## src/include/sgoc_pkg.sv

```systemverilog
// Shared constants and types for the switchgear object control block
package sgoc_pkg;

  // ********
  // Timing
  // ********
  localparam int CLK_PERIOD_NS = 25;
  localparam int STEP_MS       = 20;
  localparam int STEP_CYC      = STEP_MS * 1000000 / CLK_PERIOD_NS;
  localparam int SET_W         = 15;
  localparam int CNT_W         = 32;
  localparam int ADDR_W        = 8;
  localparam int DATA_W        = 32;

  // ********
  // Register offsets
  // ********
  localparam logic [7:0] REG_CFG        = 8'h00;
  localparam logic [7:0] REG_TRAVERSE   = 8'h04;
  localparam logic [7:0] REG_CLOSE_MAX  = 8'h08;
  localparam logic [7:0] REG_OPEN_MAX   = 8'h0c;
  localparam logic [7:0] REG_TERM       = 8'h10;
  localparam logic [7:0] REG_FTRIP      = 8'h14;
  localparam logic [7:0] REG_CTRL       = 8'h18;
  localparam logic [7:0] REG_STATUS     = 8'h1c;
  localparam logic [7:0] REG_CNT_OPEN   = 8'h20;
  localparam logic [7:0] REG_CNT_CLOSE  = 8'h24;
  localparam logic [7:0] REG_CNT_OFAIL  = 8'h28;
  localparam logic [7:0] REG_CNT_CFAIL  = 8'h2c;
  localparam int         CTRL_CLR_BIT   = 0;

  // ********
  // Reset values and the continuous final-trip code, in 20 ms steps
  // ********
  localparam logic [SET_W-1:0] TRAV_DEF  = 15'h000a;
  localparam logic [SET_W-1:0] PULSE_DEF = 15'h000a;
  localparam logic [SET_W-1:0] TERM_DEF  = 15'h01f4;
  localparam logic [SET_W-1:0] FTRIP_DEF = 15'h000a;
  localparam logic [SET_W-1:0] FTRIP_CONT = 15'h0000;

  // ********
  // Counter indices
  // ********
  localparam int CI_OPEN  = 0;
  localparam int CI_CLOSE = 1;
  localparam int CI_OFAIL = 2;
  localparam int CI_CFAIL = 3;
  localparam int N_CNT    = 4;

  // ********
  // Types
  // ********
  typedef enum logic [1:0] {OBJ_WDCB = 2'h0, OBJ_CB = 2'h1, OBJ_DISC = 2'h2, OBJ_GND = 2'h3} sgoc_obj_t;
  typedef enum logic [1:0] {BRK_INTER = 2'h0, BRK_OPEN = 2'h1, BRK_CLOSED = 2'h2, BRK_BAD = 2'h3} sgoc_brk_t;
  typedef enum logic [2:0] {WD_INTER = 3'h0, WD_OUT = 3'h1, WD_IN = 3'h2, WD_BAD = 3'h3,
                            WD_UNUSED = 3'h4} sgoc_wd_t;
  typedef enum logic [1:0] {RDY_OFF = 2'h0, RDY_HIGH = 2'h1, RDY_LOW = 2'h2} sgoc_rdy_t;
  typedef enum logic [1:0] {LVL_USER = 2'h0, LVL_OPER = 2'h1, LVL_CONF = 2'h2, LVL_SUPER = 2'h3} sgoc_lvl_t;
  typedef enum logic [4:0] {ST_IDLE = 5'h01, ST_OPN_PULSE = 5'h02, ST_OPN_WAIT = 5'h04,
                            ST_CLS_PULSE = 5'h08, ST_CLS_WAIT = 5'h10} sgoc_state_t;

  typedef struct packed {
    sgoc_lvl_t level;
    sgoc_rdy_t rdy;
    logic      sync;
    sgoc_obj_t otype;
  } sgoc_cfg_t;

  localparam sgoc_cfg_t CFG_RST = '{level: LVL_CONF, rdy: RDY_OFF, sync: 1'b0, otype: OBJ_CB};

endpackage

```

## src/include/sgoc_tmr_if.sv

```systemverilog
// Control bundle between one controlling block (sequencer, position monitor or final trip) and one step timer
`timescale 1ns/1ps
`default_nettype none
interface sgoc_tmr_if #(parameter int W = 15) ();
  logic         start;
  logic         stop;
  logic [W-1:0] load;
  logic         busy;
  logic         done;
  modport ctl (output start, stop, load, input busy, done);
  modport tmr (input start, stop, load, output busy, done);
endinterface
`default_nettype wire

```

## src/rtl/sgoc_timer.sv

```systemverilog
// Down-counter of 20 ms steps with a one-cycle done pulse
`timescale 1ns/1ps
`default_nettype none
module sgoc_timer #(
  parameter int W = 15
) (
  input  wire logic clock,
  input  wire logic srst,
  input  wire logic tick,
  sgoc_tmr_if.tmr   bus
);

  logic [W-1:0] cnt_r;
  logic         busy_r;
  logic         done_r;

  // Start beats stop, so a restart in the stop cycle is kept
  always_ff @(posedge clock) begin
    if (srst) begin
      cnt_r  <= '0;
      busy_r <= 1'b0;
      done_r <= 1'b0;
    end else begin
      done_r <= 1'b0;
      if (bus.start) begin
        cnt_r  <= bus.load;
        busy_r <= 1'b1;
      end else if (bus.stop) begin
        busy_r <= 1'b0;
      end else if (busy_r && tick) begin
        if (cnt_r <= W'(1)) begin
          busy_r <= 1'b0;
          done_r <= 1'b1;
        end else begin
          cnt_r <= cnt_r - W'(1);
        end
      end
    end
  end

  assign bus.busy = busy_r;
  assign bus.done = done_r;

endmodule
`default_nettype wire

```

## src/rtl/sgoc_top.sv

```systemverilog
// Switchgear object control: status monitoring, timed commands, statistics
// What this block does
// RULE1 - Withdrawable breaker: cart, position, checked control
// RULE2 - Fixed breaker: checked control, no cart monitoring
// RULE3 - Disconnector controlled; earthing switch indication only
// RULE4 - Open input high means object open
// RULE5 - Close input high means object closed
// RULE6 - Cart-in input high means racked in
// RULE7 - Cart-out input high means withdrawn
// RULE8 - Ready input high means spring charged
// RULE9 - Sync input high means closing permitted
// RULE10 - Commands are pulses on separate lines
// RULE11 - After traverse time, both active shows bad
// RULE12 - After traverse time, none active shows intermediate
// RULE13 - Close pulse capped, ends on closed
// RULE14 - Open pulse capped, ends on open
// RULE15 - No change before timeout: end, error
// RULE16 - Final-trip pulse of set length, zero continuous
// RULE17 - Under reclosing, final trip only on last
// RULE18 - Local, remote, application open/close requests
// RULE19 - Panel control needs minimum access level
// RULE20 - Sync check gates close when enabled
// RULE21 - Ready check gates close by polarity
// RULE22 - Blocking must arrive 5 ms early
// RULE23 - Four 32-bit request counters, clearable
// RULE24 - Refused request: no pulse, counted failed
// RULE25 - One command at a time, others ignored
//
// The register addresses and the plain strobed port were left to the implementer.
`timescale 1ns/1ps
`default_nettype none
module sgoc_top
  import sgoc_pkg::*;
#(
  parameter int TICK_CYC = STEP_CYC
) (
  input  wire logic              clock,
  input  wire logic              srst,
  input  wire logic [ADDR_W-1:0] addr,
  input  wire logic [DATA_W-1:0] wdata,
  input  wire logic              wr_stb,
  input  wire logic              rd_stb,
  output logic      [DATA_W-1:0] rdata,
  input  wire logic              pos_open_in,
  input  wire logic              pos_close_in,
  input  wire logic              cart_racked_in,
  input  wire logic              cart_withdrawn_in,
  input  wire logic              ready_in,
  input  wire logic              sync_ok_in,
  input  wire logic              loc_open_req,
  input  wire logic              loc_close_req,
  input  wire logic              rem_open_req,
  input  wire logic              rem_close_req,
  input  wire logic              app_open_req,
  input  wire logic              app_close_req,
  input  wire logic              panel_open_req,
  input  wire logic              panel_close_req,
  input  wire logic [1:0]        panel_level,
  input  wire logic              open_block_in,
  input  wire logic              close_block_in,
  input  wire logic              final_trip_in,
  input  wire logic              ar_control_in,
  input  wire logic              ar_last_shot_in,
  output logic                   open_cmd,
  output logic                   close_cmd,
  output logic                   final_trip_out,
  output logic                   cmd_err,
  output logic      [1:0]        brk_status,
  output logic      [2:0]        wd_status
);

  localparam int TW = $clog2(TICK_CYC);

  // ****************************************
  // Step tick
  // ****************************************
  logic [TW-1:0] tick_cnt_r;
  logic          tick;

  assign tick = (tick_cnt_r == TW'(TICK_CYC - 1));

  always_ff @(posedge clock) begin
    if (srst || tick) begin
      tick_cnt_r <= '0;
    end else begin
      tick_cnt_r <= tick_cnt_r + TW'(1);
    end
  end

  // ****************************************
  // Settings registers
  // ****************************************
  sgoc_cfg_t        cfg_r;
  logic [SET_W-1:0] trav_r;
  logic [SET_W-1:0] cls_max_r;
  logic [SET_W-1:0] opn_max_r;
  logic [SET_W-1:0] term_r;
  logic [SET_W-1:0] ftrip_r;
  logic             clr_stats;

  always_ff @(posedge clock) begin
    if (srst) begin
      cfg_r     <= CFG_RST;
      trav_r    <= TRAV_DEF;
      cls_max_r <= PULSE_DEF;
      opn_max_r <= PULSE_DEF;
      term_r    <= TERM_DEF;
      ftrip_r   <= FTRIP_DEF;
    end else if (wr_stb) begin
      unique case (addr)
        REG_CFG:       cfg_r     <= sgoc_cfg_t'(wdata[$bits(sgoc_cfg_t)-1:0]);
        REG_TRAVERSE:  trav_r    <= wdata[SET_W-1:0];
        REG_CLOSE_MAX: cls_max_r <= wdata[SET_W-1:0];
        REG_OPEN_MAX:  opn_max_r <= wdata[SET_W-1:0];
        REG_TERM:      term_r    <= wdata[SET_W-1:0];
        REG_FTRIP:     ftrip_r   <= wdata[SET_W-1:0];
        default:       ;
      endcase
    end
  end

  assign clr_stats = wr_stb && (addr == REG_CTRL) && wdata[CTRL_CLR_BIT];

  // ****************************************
  // Object kind
  // ****************************************
  logic is_brk;
  logic can_ctl;

  assign is_brk  = (cfg_r.otype == OBJ_WDCB) || (cfg_r.otype == OBJ_CB);  // RULE1 RULE2
  assign can_ctl = (cfg_r.otype != OBJ_GND);  // RULE3

  // ****************************************
  // Position monitoring
  // ****************************************
  sgoc_brk_t  raw_brk;
  sgoc_brk_t  brk_r;
  logic       raw_stable;
  logic       prev_stable_r;
  logic       trav_exp_r;
  sgoc_wd_t   wd_r;
  sgoc_tmr_if #(.W(SET_W)) trav_if ();

  always_comb begin
    unique case ({pos_close_in, pos_open_in})
      2'b01:   raw_brk = BRK_OPEN;    // RULE4
      2'b10:   raw_brk = BRK_CLOSED;  // RULE5
      2'b11:   raw_brk = BRK_BAD;
      default: raw_brk = BRK_INTER;
    endcase
  end

  assign raw_stable    = (raw_brk == BRK_OPEN) || (raw_brk == BRK_CLOSED);
  assign trav_if.start = !raw_stable && prev_stable_r;
  assign trav_if.stop  = raw_stable;
  assign trav_if.load  = trav_r;

  sgoc_timer #(.W(SET_W)) u_trav (
    .clock (clock),
    .srst  (srst),
    .tick  (tick),
    .bus   (trav_if.tmr)
  );

  // Last good position is held while the contacts travel
  always_ff @(posedge clock) begin
    if (srst) begin
      brk_r         <= BRK_INTER;
      prev_stable_r <= 1'b0;
      trav_exp_r    <= 1'b1;
    end else begin
      prev_stable_r <= raw_stable;
      if (raw_stable) begin
        trav_exp_r <= 1'b0;
      end else if (trav_if.done) begin
        trav_exp_r <= 1'b1;
      end
      if (raw_stable || trav_exp_r || trav_if.done) begin
        brk_r <= raw_brk;  // RULE11 RULE12
      end
    end
  end

  always_ff @(posedge clock) begin
    if (srst) begin
      wd_r <= WD_UNUSED;
    end else if (cfg_r.otype != OBJ_WDCB) begin
      wd_r <= WD_UNUSED;  // RULE2
    end else begin
      unique case ({cart_withdrawn_in, cart_racked_in})
        2'b01:   wd_r <= WD_IN;   // RULE6
        2'b10:   wd_r <= WD_OUT;  // RULE7
        2'b11:   wd_r <= WD_BAD;
        default: wd_r <= WD_INTER;
      endcase
    end
  end

  // ****************************************
  // Request sources
  // ****************************************
  logic panel_ok;
  logic opn_lvl;
  logic cls_lvl;
  logic opn_lvl_r;
  logic cls_lvl_r;
  logic opn_ev;
  logic cls_ev;

  assign panel_ok = (panel_level >= cfg_r.level);  // RULE19
  assign opn_lvl  = loc_open_req || rem_open_req || app_open_req || (panel_open_req && panel_ok);  // RULE18
  assign cls_lvl  = loc_close_req || rem_close_req || app_close_req || (panel_close_req && panel_ok);  // RULE18
  assign opn_ev   = opn_lvl && !opn_lvl_r;
  assign cls_ev   = cls_lvl && !cls_lvl_r;

  always_ff @(posedge clock) begin
    if (srst) begin
      opn_lvl_r <= 1'b0;
      cls_lvl_r <= 1'b0;
    end else begin
      opn_lvl_r <= opn_lvl;
      cls_lvl_r <= cls_lvl;
    end
  end

  // ****************************************
  // Close conditions
  // ****************************************
  logic rdy_ok;
  logic sync_ok;

  always_comb begin
    rdy_ok = 1'b1;
    if (is_brk && (cfg_r.rdy == RDY_HIGH)) begin
      rdy_ok = ready_in;  // RULE8 RULE21
    end else if (is_brk && (cfg_r.rdy == RDY_LOW)) begin
      rdy_ok = !ready_in;  // RULE21
    end
  end

  assign sync_ok = !is_brk || !cfg_r.sync || sync_ok_in;  // RULE9 RULE20

  // ****************************************
  // Command sequencer
  // ****************************************
  sgoc_state_t       state_r;
  sgoc_state_t       state_nxt;
  logic [N_CNT-1:0]  inc;
  logic              err_nxt;
  logic              at_open;
  logic              at_closed;
  sgoc_tmr_if #(.W(SET_W)) pulse_if ();
  sgoc_tmr_if #(.W(SET_W)) term_if ();

  assign at_open   = (raw_brk == BRK_OPEN);
  assign at_closed = (raw_brk == BRK_CLOSED);

  always_comb begin
    state_nxt      = state_r;
    inc            = '0;
    err_nxt        = 1'b0;
    pulse_if.start = 1'b0;
    pulse_if.stop  = 1'b0;
    pulse_if.load  = opn_max_r;
    term_if.start  = 1'b0;
    term_if.stop   = 1'b0;
    term_if.load   = term_r;
    unique case (state_r)
      ST_IDLE: begin
        // Open wins a tie; blocking is sampled at the request edge
        if (opn_ev && can_ctl) begin
          if (open_block_in) begin
            inc[CI_OFAIL] = 1'b1;  // RULE22 RULE24
          end else begin
            pulse_if.start = 1'b1;
            term_if.start  = 1'b1;
            state_nxt      = ST_OPN_PULSE;
          end
        end else if (cls_ev && can_ctl) begin
          pulse_if.load = cls_max_r;
          if (close_block_in || !rdy_ok || !sync_ok) begin
            inc[CI_CFAIL] = 1'b1;  // RULE24
          end else begin
            pulse_if.start = 1'b1;
            term_if.start  = 1'b1;
            state_nxt      = ST_CLS_PULSE;
          end
        end
      end
      ST_OPN_PULSE, ST_OPN_WAIT: begin
        if (at_open) begin
          inc[CI_OPEN]  = 1'b1;
          pulse_if.stop = 1'b1;  // RULE14
          term_if.stop  = 1'b1;
          state_nxt     = ST_IDLE;
        end else if (term_if.done) begin
          inc[CI_OFAIL] = 1'b1;
          err_nxt       = 1'b1;  // RULE15
          pulse_if.stop = 1'b1;
          state_nxt     = ST_IDLE;
        end else if (pulse_if.done) begin
          state_nxt = ST_OPN_WAIT;  // RULE14
        end
      end
      ST_CLS_PULSE, ST_CLS_WAIT: begin
        if (at_closed) begin
          inc[CI_CLOSE] = 1'b1;
          pulse_if.stop = 1'b1;  // RULE13
          term_if.stop  = 1'b1;
          state_nxt     = ST_IDLE;
        end else if (term_if.done) begin
          inc[CI_CFAIL] = 1'b1;
          err_nxt       = 1'b1;  // RULE15
          pulse_if.stop = 1'b1;
          state_nxt     = ST_IDLE;
        end else if (pulse_if.done) begin
          state_nxt = ST_CLS_WAIT;  // RULE13
        end
      end
      default: state_nxt = ST_IDLE;
    endcase
  end

  sgoc_timer #(.W(SET_W)) u_pulse (
    .clock (clock),
    .srst  (srst),
    .tick  (tick),
    .bus   (pulse_if.tmr)
  );

  sgoc_timer #(.W(SET_W)) u_term (
    .clock (clock),
    .srst  (srst),
    .tick  (tick),
    .bus   (term_if.tmr)
  );

  // New requests fall through idle-only decoding while busy
  always_ff @(posedge clock) begin
    if (srst) begin
      state_r <= ST_IDLE;
      cmd_err <= 1'b0;
    end else begin
      state_r <= state_nxt;  // RULE25
      cmd_err <= err_nxt;    // RULE15
    end
  end

  assign open_cmd  = (state_r == ST_OPN_PULSE);  // RULE10
  assign close_cmd = (state_r == ST_CLS_PULSE);  // RULE10

  // ****************************************
  // Final trip
  // ****************************************
  logic ftrip_lvl_r;
  logic ftrip_ev;
  logic ftrip_r_out;
  sgoc_tmr_if #(.W(SET_W)) ftrip_if ();

  assign ftrip_ev       = final_trip_in && !ftrip_lvl_r && (!ar_control_in || ar_last_shot_in);  // RULE17
  assign ftrip_if.start = ftrip_ev && (ftrip_r != FTRIP_CONT);
  assign ftrip_if.stop  = 1'b0;
  assign ftrip_if.load  = ftrip_r;

  sgoc_timer #(.W(SET_W)) u_ftrip (
    .clock (clock),
    .srst  (srst),
    .tick  (tick),
    .bus   (ftrip_if.tmr)
  );

  // Continuous mode holds until the next close command starts
  always_ff @(posedge clock) begin
    if (srst) begin
      ftrip_lvl_r <= 1'b0;
      ftrip_r_out <= 1'b0;
    end else begin
      ftrip_lvl_r <= final_trip_in;
      if (ftrip_ev) begin
        ftrip_r_out <= 1'b1;  // RULE16
      end else if (ftrip_if.done || (state_nxt == ST_CLS_PULSE && state_r == ST_IDLE)) begin
        ftrip_r_out <= 1'b0;  // RULE16
      end
    end
  end

  assign final_trip_out = ftrip_r_out;

  // ****************************************
  // Statistics
  // ****************************************
  logic [CNT_W-1:0] cnt_r [N_CNT];

  // Clear then count, so an event in the clear cycle survives
  always_ff @(posedge clock) begin
    if (srst) begin
      for (int i = 0; i < N_CNT; i++) begin
        cnt_r[i] <= '0;
      end
    end else begin
      for (int i = 0; i < N_CNT; i++) begin
        cnt_r[i] <= (clr_stats ? '0 : cnt_r[i]) + CNT_W'(inc[i]);  // RULE23
      end
    end
  end

  // ****************************************
  // Read port
  // ****************************************
  logic [10:0] stat_word;

  assign stat_word = {sync_ok_in, ready_in, ftrip_r_out, close_cmd, open_cmd,
                      (state_r != ST_IDLE), wd_r, brk_r};

  always_ff @(posedge clock) begin
    if (srst || !rd_stb) begin
      rdata <= '0;
    end else begin
      unique case (addr)
        REG_CFG:       rdata <= DATA_W'(cfg_r);
        REG_TRAVERSE:  rdata <= DATA_W'(trav_r);
        REG_CLOSE_MAX: rdata <= DATA_W'(cls_max_r);
        REG_OPEN_MAX:  rdata <= DATA_W'(opn_max_r);
        REG_TERM:      rdata <= DATA_W'(term_r);
        REG_FTRIP:     rdata <= DATA_W'(ftrip_r);
        REG_STATUS:    rdata <= DATA_W'(stat_word);
        REG_CNT_OPEN:  rdata <= cnt_r[CI_OPEN];
        REG_CNT_CLOSE: rdata <= cnt_r[CI_CLOSE];
        REG_CNT_OFAIL: rdata <= cnt_r[CI_OFAIL];
        REG_CNT_CFAIL: rdata <= cnt_r[CI_CFAIL];
        default:       rdata <= '0;
      endcase
    end
  end

  assign brk_status = brk_r;
  assign wd_status  = wd_r;

endmodule
`default_nettype wire

```

## config.mk

```make
export PLATFORM = sky130hd
export DESIGN_NAME = sgoc_top
export DESIGN_NICKNAME = d
export VERILOG_FILES = /design/src/include/sgoc_pkg.sv /design/src/include/sgoc_tmr_if.sv /design/src/rtl/sgoc_timer.sv /design/src/rtl/sgoc_top.sv
export SDC_FILE = /design/constraint.sdc
export NUM_CORES = 1
export LEC_CHECK = 0
export BUFFER_PORTS_ARGS = -buffer_cell sky130_fd_sc_hd__buf_2
export CORE_UTILIZATION = 30
export DETAILED_ROUTE_END_ITERATION = 10
export GPL_TIMING_DRIVEN = 0
export PLACE_DENSITY_LB_ADDON = 0.12
export SETUP_SLACK_MARGIN = 0.2
export SLEW_MARGIN = 20
export SYNTH_ARGS = -nofsm -noshare
export SYNTH_HDL_FRONTEND = slang
export SYNTH_SLANG_ARGS = --single-unit
```

## constraint.sdc

```tcl
create_clock -name clock -period 3.4 [get_ports clock]
set_input_delay 0.17 -clock clock [delete_from_list [all_inputs] [get_ports clock]]
set_output_delay 0.17 -clock clock [all_outputs]
set_load 0.03 [all_outputs]
```

==> summary.md <==
| Metric | Value |
|---|---|
| Detailed-route vias per instance | `5.46` |
| Met1 usage | `35.6%` |
| DRC violations left | `0` |
| Number of flops mapped to enable cells by yosys | `0` |
| Most used cell along the critical path | `sky130_fd_sc_hd__ha_4` |
| Clk_lat worst skew | `0.59 ns` |
| Vias in the first global route | `15300` |
| HPWL after detailed placement | `52500 µm` |
| Critical setup path kind | `reg2reg` |
| Leakage power | `0.00729 µW` |
| Max cap viols | `0` |
| Dominant synthesized flop cell | `sky130_fd_sc_hd__dfxtp_1` |
| Worst reg2reg endpoint | `cnt_r[3][16]` |
| Logic pwr share | `9.0%` |
| Switching power share of the total | `25.2%` |
| Port Buffers | `87` |
| Utilization of the core after routing | `37.8%` |
| Final ANT Viol Nets | `0` |
| Area of the placeable core | `55300 µm²` |
| Setup repair after global routing missed its margin | `true` |
| Post-Layout Inst Area | `20900 µm²` |
| TritonCTS buffer count | `42` |
| Synthesis-to-finish area growth | `24.0%` |
| Vertical die dimension | `239 µm` |
| Worst Setup End Kind | `register` |
| Net Sw Power | `2610 µW` |
| Count of final setup violators | `0` |
| Number of top-level design ports | `106` |
| Clock group share of total power | `50.1%` |
| Total vias in the final route | `16300` |
| Root buffer cell | `sky130_fd_sc_hd__clkbuf_16` |
| Final global-route overflow total | `0` |
| First-iteration detailed-routing DRC count | `1736` |
| Kind of path behind the tightest hold check | `in2reg` |
| Number of failing hold endpoints at the final stage | `0` |
| Endpoint of the worst hold path | `term_if.load[0]` |
| Netlist cell types | `85` |
| Instance count along the most critical hold path | `3` |
| Starting Density | `30.4%` |
| Least-Margin Pin Slew | `1.18 ns` |
| Slew Limit Fails | `0` |
| Total Routing Usage GR | `24.3%` |
| Beginning of the worst register-to-register path | `cfg_r[6]` |
| Power Density | `494 nW/µm²` |
| Die Width | `239 µm` |
| Overall die area | `57100 µm²` |
| Wire length of the first global-routing pass | `102000 µm` |
| CP Data Required Time | `3.90 ns` |
| Relative slew slack | `21.1%` |
| TritonCTS sink count | `347` |
| Fraction of met3 tracks used by global routing | `5.02%` |
| Fraction of layout cells with a size suffix above 1 | `14.9%` |
| Maximum count of clock buffers along a single path | `3` |
| Startpoint kind of the worst setup timing path | `register` |
| Worst reg2reg setup slack | `0.02 ns` |
| Maximum number of pins on one net before global-route repair | `13` |
| Fraction of power consumed by sequential logic | `40.9%` |
| CTS clk-pin slew, worst paths | `0.06 ns` |
| Sequential cell area fraction in the yosys report | `41.3%` |
| Arrival time worst endpoint | `3.88 ns` |
| # rows | `86` |
| Placer congestion estimate | `0.964` |
| Period Utilization, post-route | `99.4%` |
| Mapped Avg Cell Area | `8.30 µm²` |
| List of cells traversed by the critical path | `inv_2, ha_4, or4_4, a21oi_4, nor2_4, or3_1, buf_6, o21ai_4, ha_4, ha_4, inv_4, nor2_4, nand4_1, buf_6, clkbuf_16, or3_1, a21oi_1` |
| Int Pwr | `7720 µW` |
| Startpoint of the lowest-slack hold path | `wdata[0]` |
| TritonCTS clock tree | `yes` |
| GR peak layer | `met1` |
| Minimum clock period | `3.38 ns` |
| Yosys warnings | `0` |
| Slowest library cell on the worst path | `sky130_fd_sc_hd__or4_4` |
| Fraction of registers with async set or reset after synthesis | `0%` |
| Count of state elements after synthesis | `347` |
| Met2 usage in global routing | `35.2%` |
| Count of cells along the worst register-to-register path | `17` |
| Final setup skew | `0.0234 ns` |
| Setup crit start | `cfg_r[6]` |
| Wire length per cell after detailed routing | `23.4 µm` |
| Result of the run | `finished, final reports clean` |
| Syn Std Cell Area | `16800 µm²` |
| Antenna violations before repair | `4` |
| Largest driver fanout on the critical path | `5` |
| Post-Route WL | `70000 µm` |
| Syn Inst Count | `2029` |
| H-tree depth | `2` |
| Detailed-routing iteration count for the pre-antenna-repair pass | `7` |
| Total placed instance area | `18300 µm²` |
| Highest cell delay on the worst timing path | `0.43 ns` |
| Maximum vdd ir drop | `0.314 mV` |
| Nets in the synthesized netlist | `2117` |
| Final-stage net count | `2297` |
| Maximum achievable frequency | `296 MHz` |
## cell type report
type | instances | area (µm²)
antenna | 2 | 5.00
inverter | 37 | 141
buffer | 123 | 573
multi-input combinational | 1522 | 9810
clock buffer | 53 | 1160
clock inverter | 25 | 422
fill | 5730 | 34400
sequential | 347 | 6950
tap | 748 | 936
timing repair buffer | 136 | 880
## through the flow
step | worst slack, ns | hold slack, ns | std cells | setup TNS (ns) | total power [µW]
after floorplan | 0.195 | 0.292 | 2029 | 0 | 4850
after global placement | -1.48 | 0.372 | 2864 | -109.14 | 5160
after detailed placement | -1.13 | 0.380 | 2865 | -69.96 | 5170
after CTS | -0.0320 | 0.0804 | 2982 | -0.143 | 10400
after global routing | -0.0889 | 0.0234 | 2992 | -0.655 | 10700
final | 0.0201 | 0.0274 | 2993 | 0 | 10300
## layout by cell type, fill, tap and decap left out, drive strengths merged, types with 19 or more instances in the layout
cell type / netlist / layout
dlygate4sd3: 0 / 24
nand2: 270 / 270
nand3: 108 / 108
a21oi: 132 / 132
clkbuf: 86 / 138
nor4: 37 / 37
buf: 37 / 150
nand4: 45 / 45
ha: 23 / 23
inv: 37 / 39
nor3: 60 / 60
a22oi: 48 / 48
dfxtp: 347 / 347
xnor2: 84 / 84
or3: 33 / 33
a22o: 20 / 20
nor2: 199 / 199
and3: 46 / 46
a31oi: 22 / 22
o31ai: 19 / 19
o21ai: 50 / 50
and2: 22 / 22
xor2: 88 / 88
## logic make-up after synthesis
| logic type | count (synthesis) | synth area share [%] |
|---|---|---|
| AND/OR/NAND/NOR | 919 | 27.5 |
| AO/OA/AOI/OAI | 388 | 15.4 |
| flip-flops | 347 | 41.3 |
| XOR/XNOR | 172 | 8.99 |
| buffers and inverters | 160 | 3.87 |
| adder cells (fa/ha/maj) | 23 | 1.71 |
| multiplexers | 20 | 1.23 |
## Yosys cell counts, drive strengths merged (45+ instances only)
cell type	number	share of area [%]
a21oi	132	3.9
a22oi	48	2.1
and3	46	1.7
clkbuf	86	1.9
dfxtp	347	41
nand2	270	6.0
nand3	108	3.2
nand4	45	1.7
nor2	199	4.5
nor3	60	1.9
o21ai	50	1.5
xnor2	84	4.4
xor2	88	4.6
## registers in the layout, indices dropped and copies added (netlist names), 2 cells and up
signal,count
tick_cnt_r,20
term_if.load,15
u_trav.cnt_r,15
state_r,5
brk_status,2
cfg_r,7
wd_status,3
trav_if.load,15
cnt_r,128
ftrip_if.load,15
rdata,32
cls_max_r,15
u_pulse.cnt_r,15
u_ftrip.cnt_r,15
opn_max_r,15
u_term.cnt_r,15
## metal layers
layer | wire length (µm) | vias to the layer above
met5 | 0 | -
met4 | 2020 | 0
met3 | 5650 | 101
met2 | 29100 | 606
met1 | 33200 | 7991
li1 | - | 7639
## worst max-delay path by stage
stage	endpoint	slack (ns)	depth (start not counted)
floorplan	cnt_r[3][16]	0.20	16
global placement	cnt_r[2][18]	-1.48	13
detailed placement	cnt_r[0][31]	-1.13	14
CTS	cnt_r[3][30]	-0.03	18
global route	cnt_r[3][16]	-0.09	17
finish	cnt_r[3][16]	0.02	17
## power by group through the flow
| stage | Sequential [µW] | Clock (µW) | Combinational (µW) |
|---|---|---|---|
| 2_1_floorplan | 4290 | 0 | 553 |
| 3_3_place_gp | 4310 | 0 | 853 |
| 3_5_place_dp | 4310 | 0 | 864 |
| 4_1_cts | 4220 | 5280 | 905 |
| 5_1_grt | 4230 | 5450 | 1000 |
| 6_report | 4220 | 5180 | 925 |
## worst max-delay path: cells and delay by family (launching register included)
family / cells / cell delay [ns]
adder cells (fa/ha/maj): 3 / 0.54
flip-flops: 1 / 0.37
buffers and inverters: 5 / 0.53
AO/OA/AOI/OAI: 3 / 0.48
AND/OR/NAND/NOR: 6 / 1.37
## repair_timing
action,4_1_cts,5_1_grt
gates cloned,1,0
buffers inserted,14,9
hold endpoints to repair,80,0
hold buffers,24,0
pin swaps,23,26
resized for setup,75,47
endpoints found under the setup margin,94,61
No activity file was read; power rests on OpenSTA's default activity.
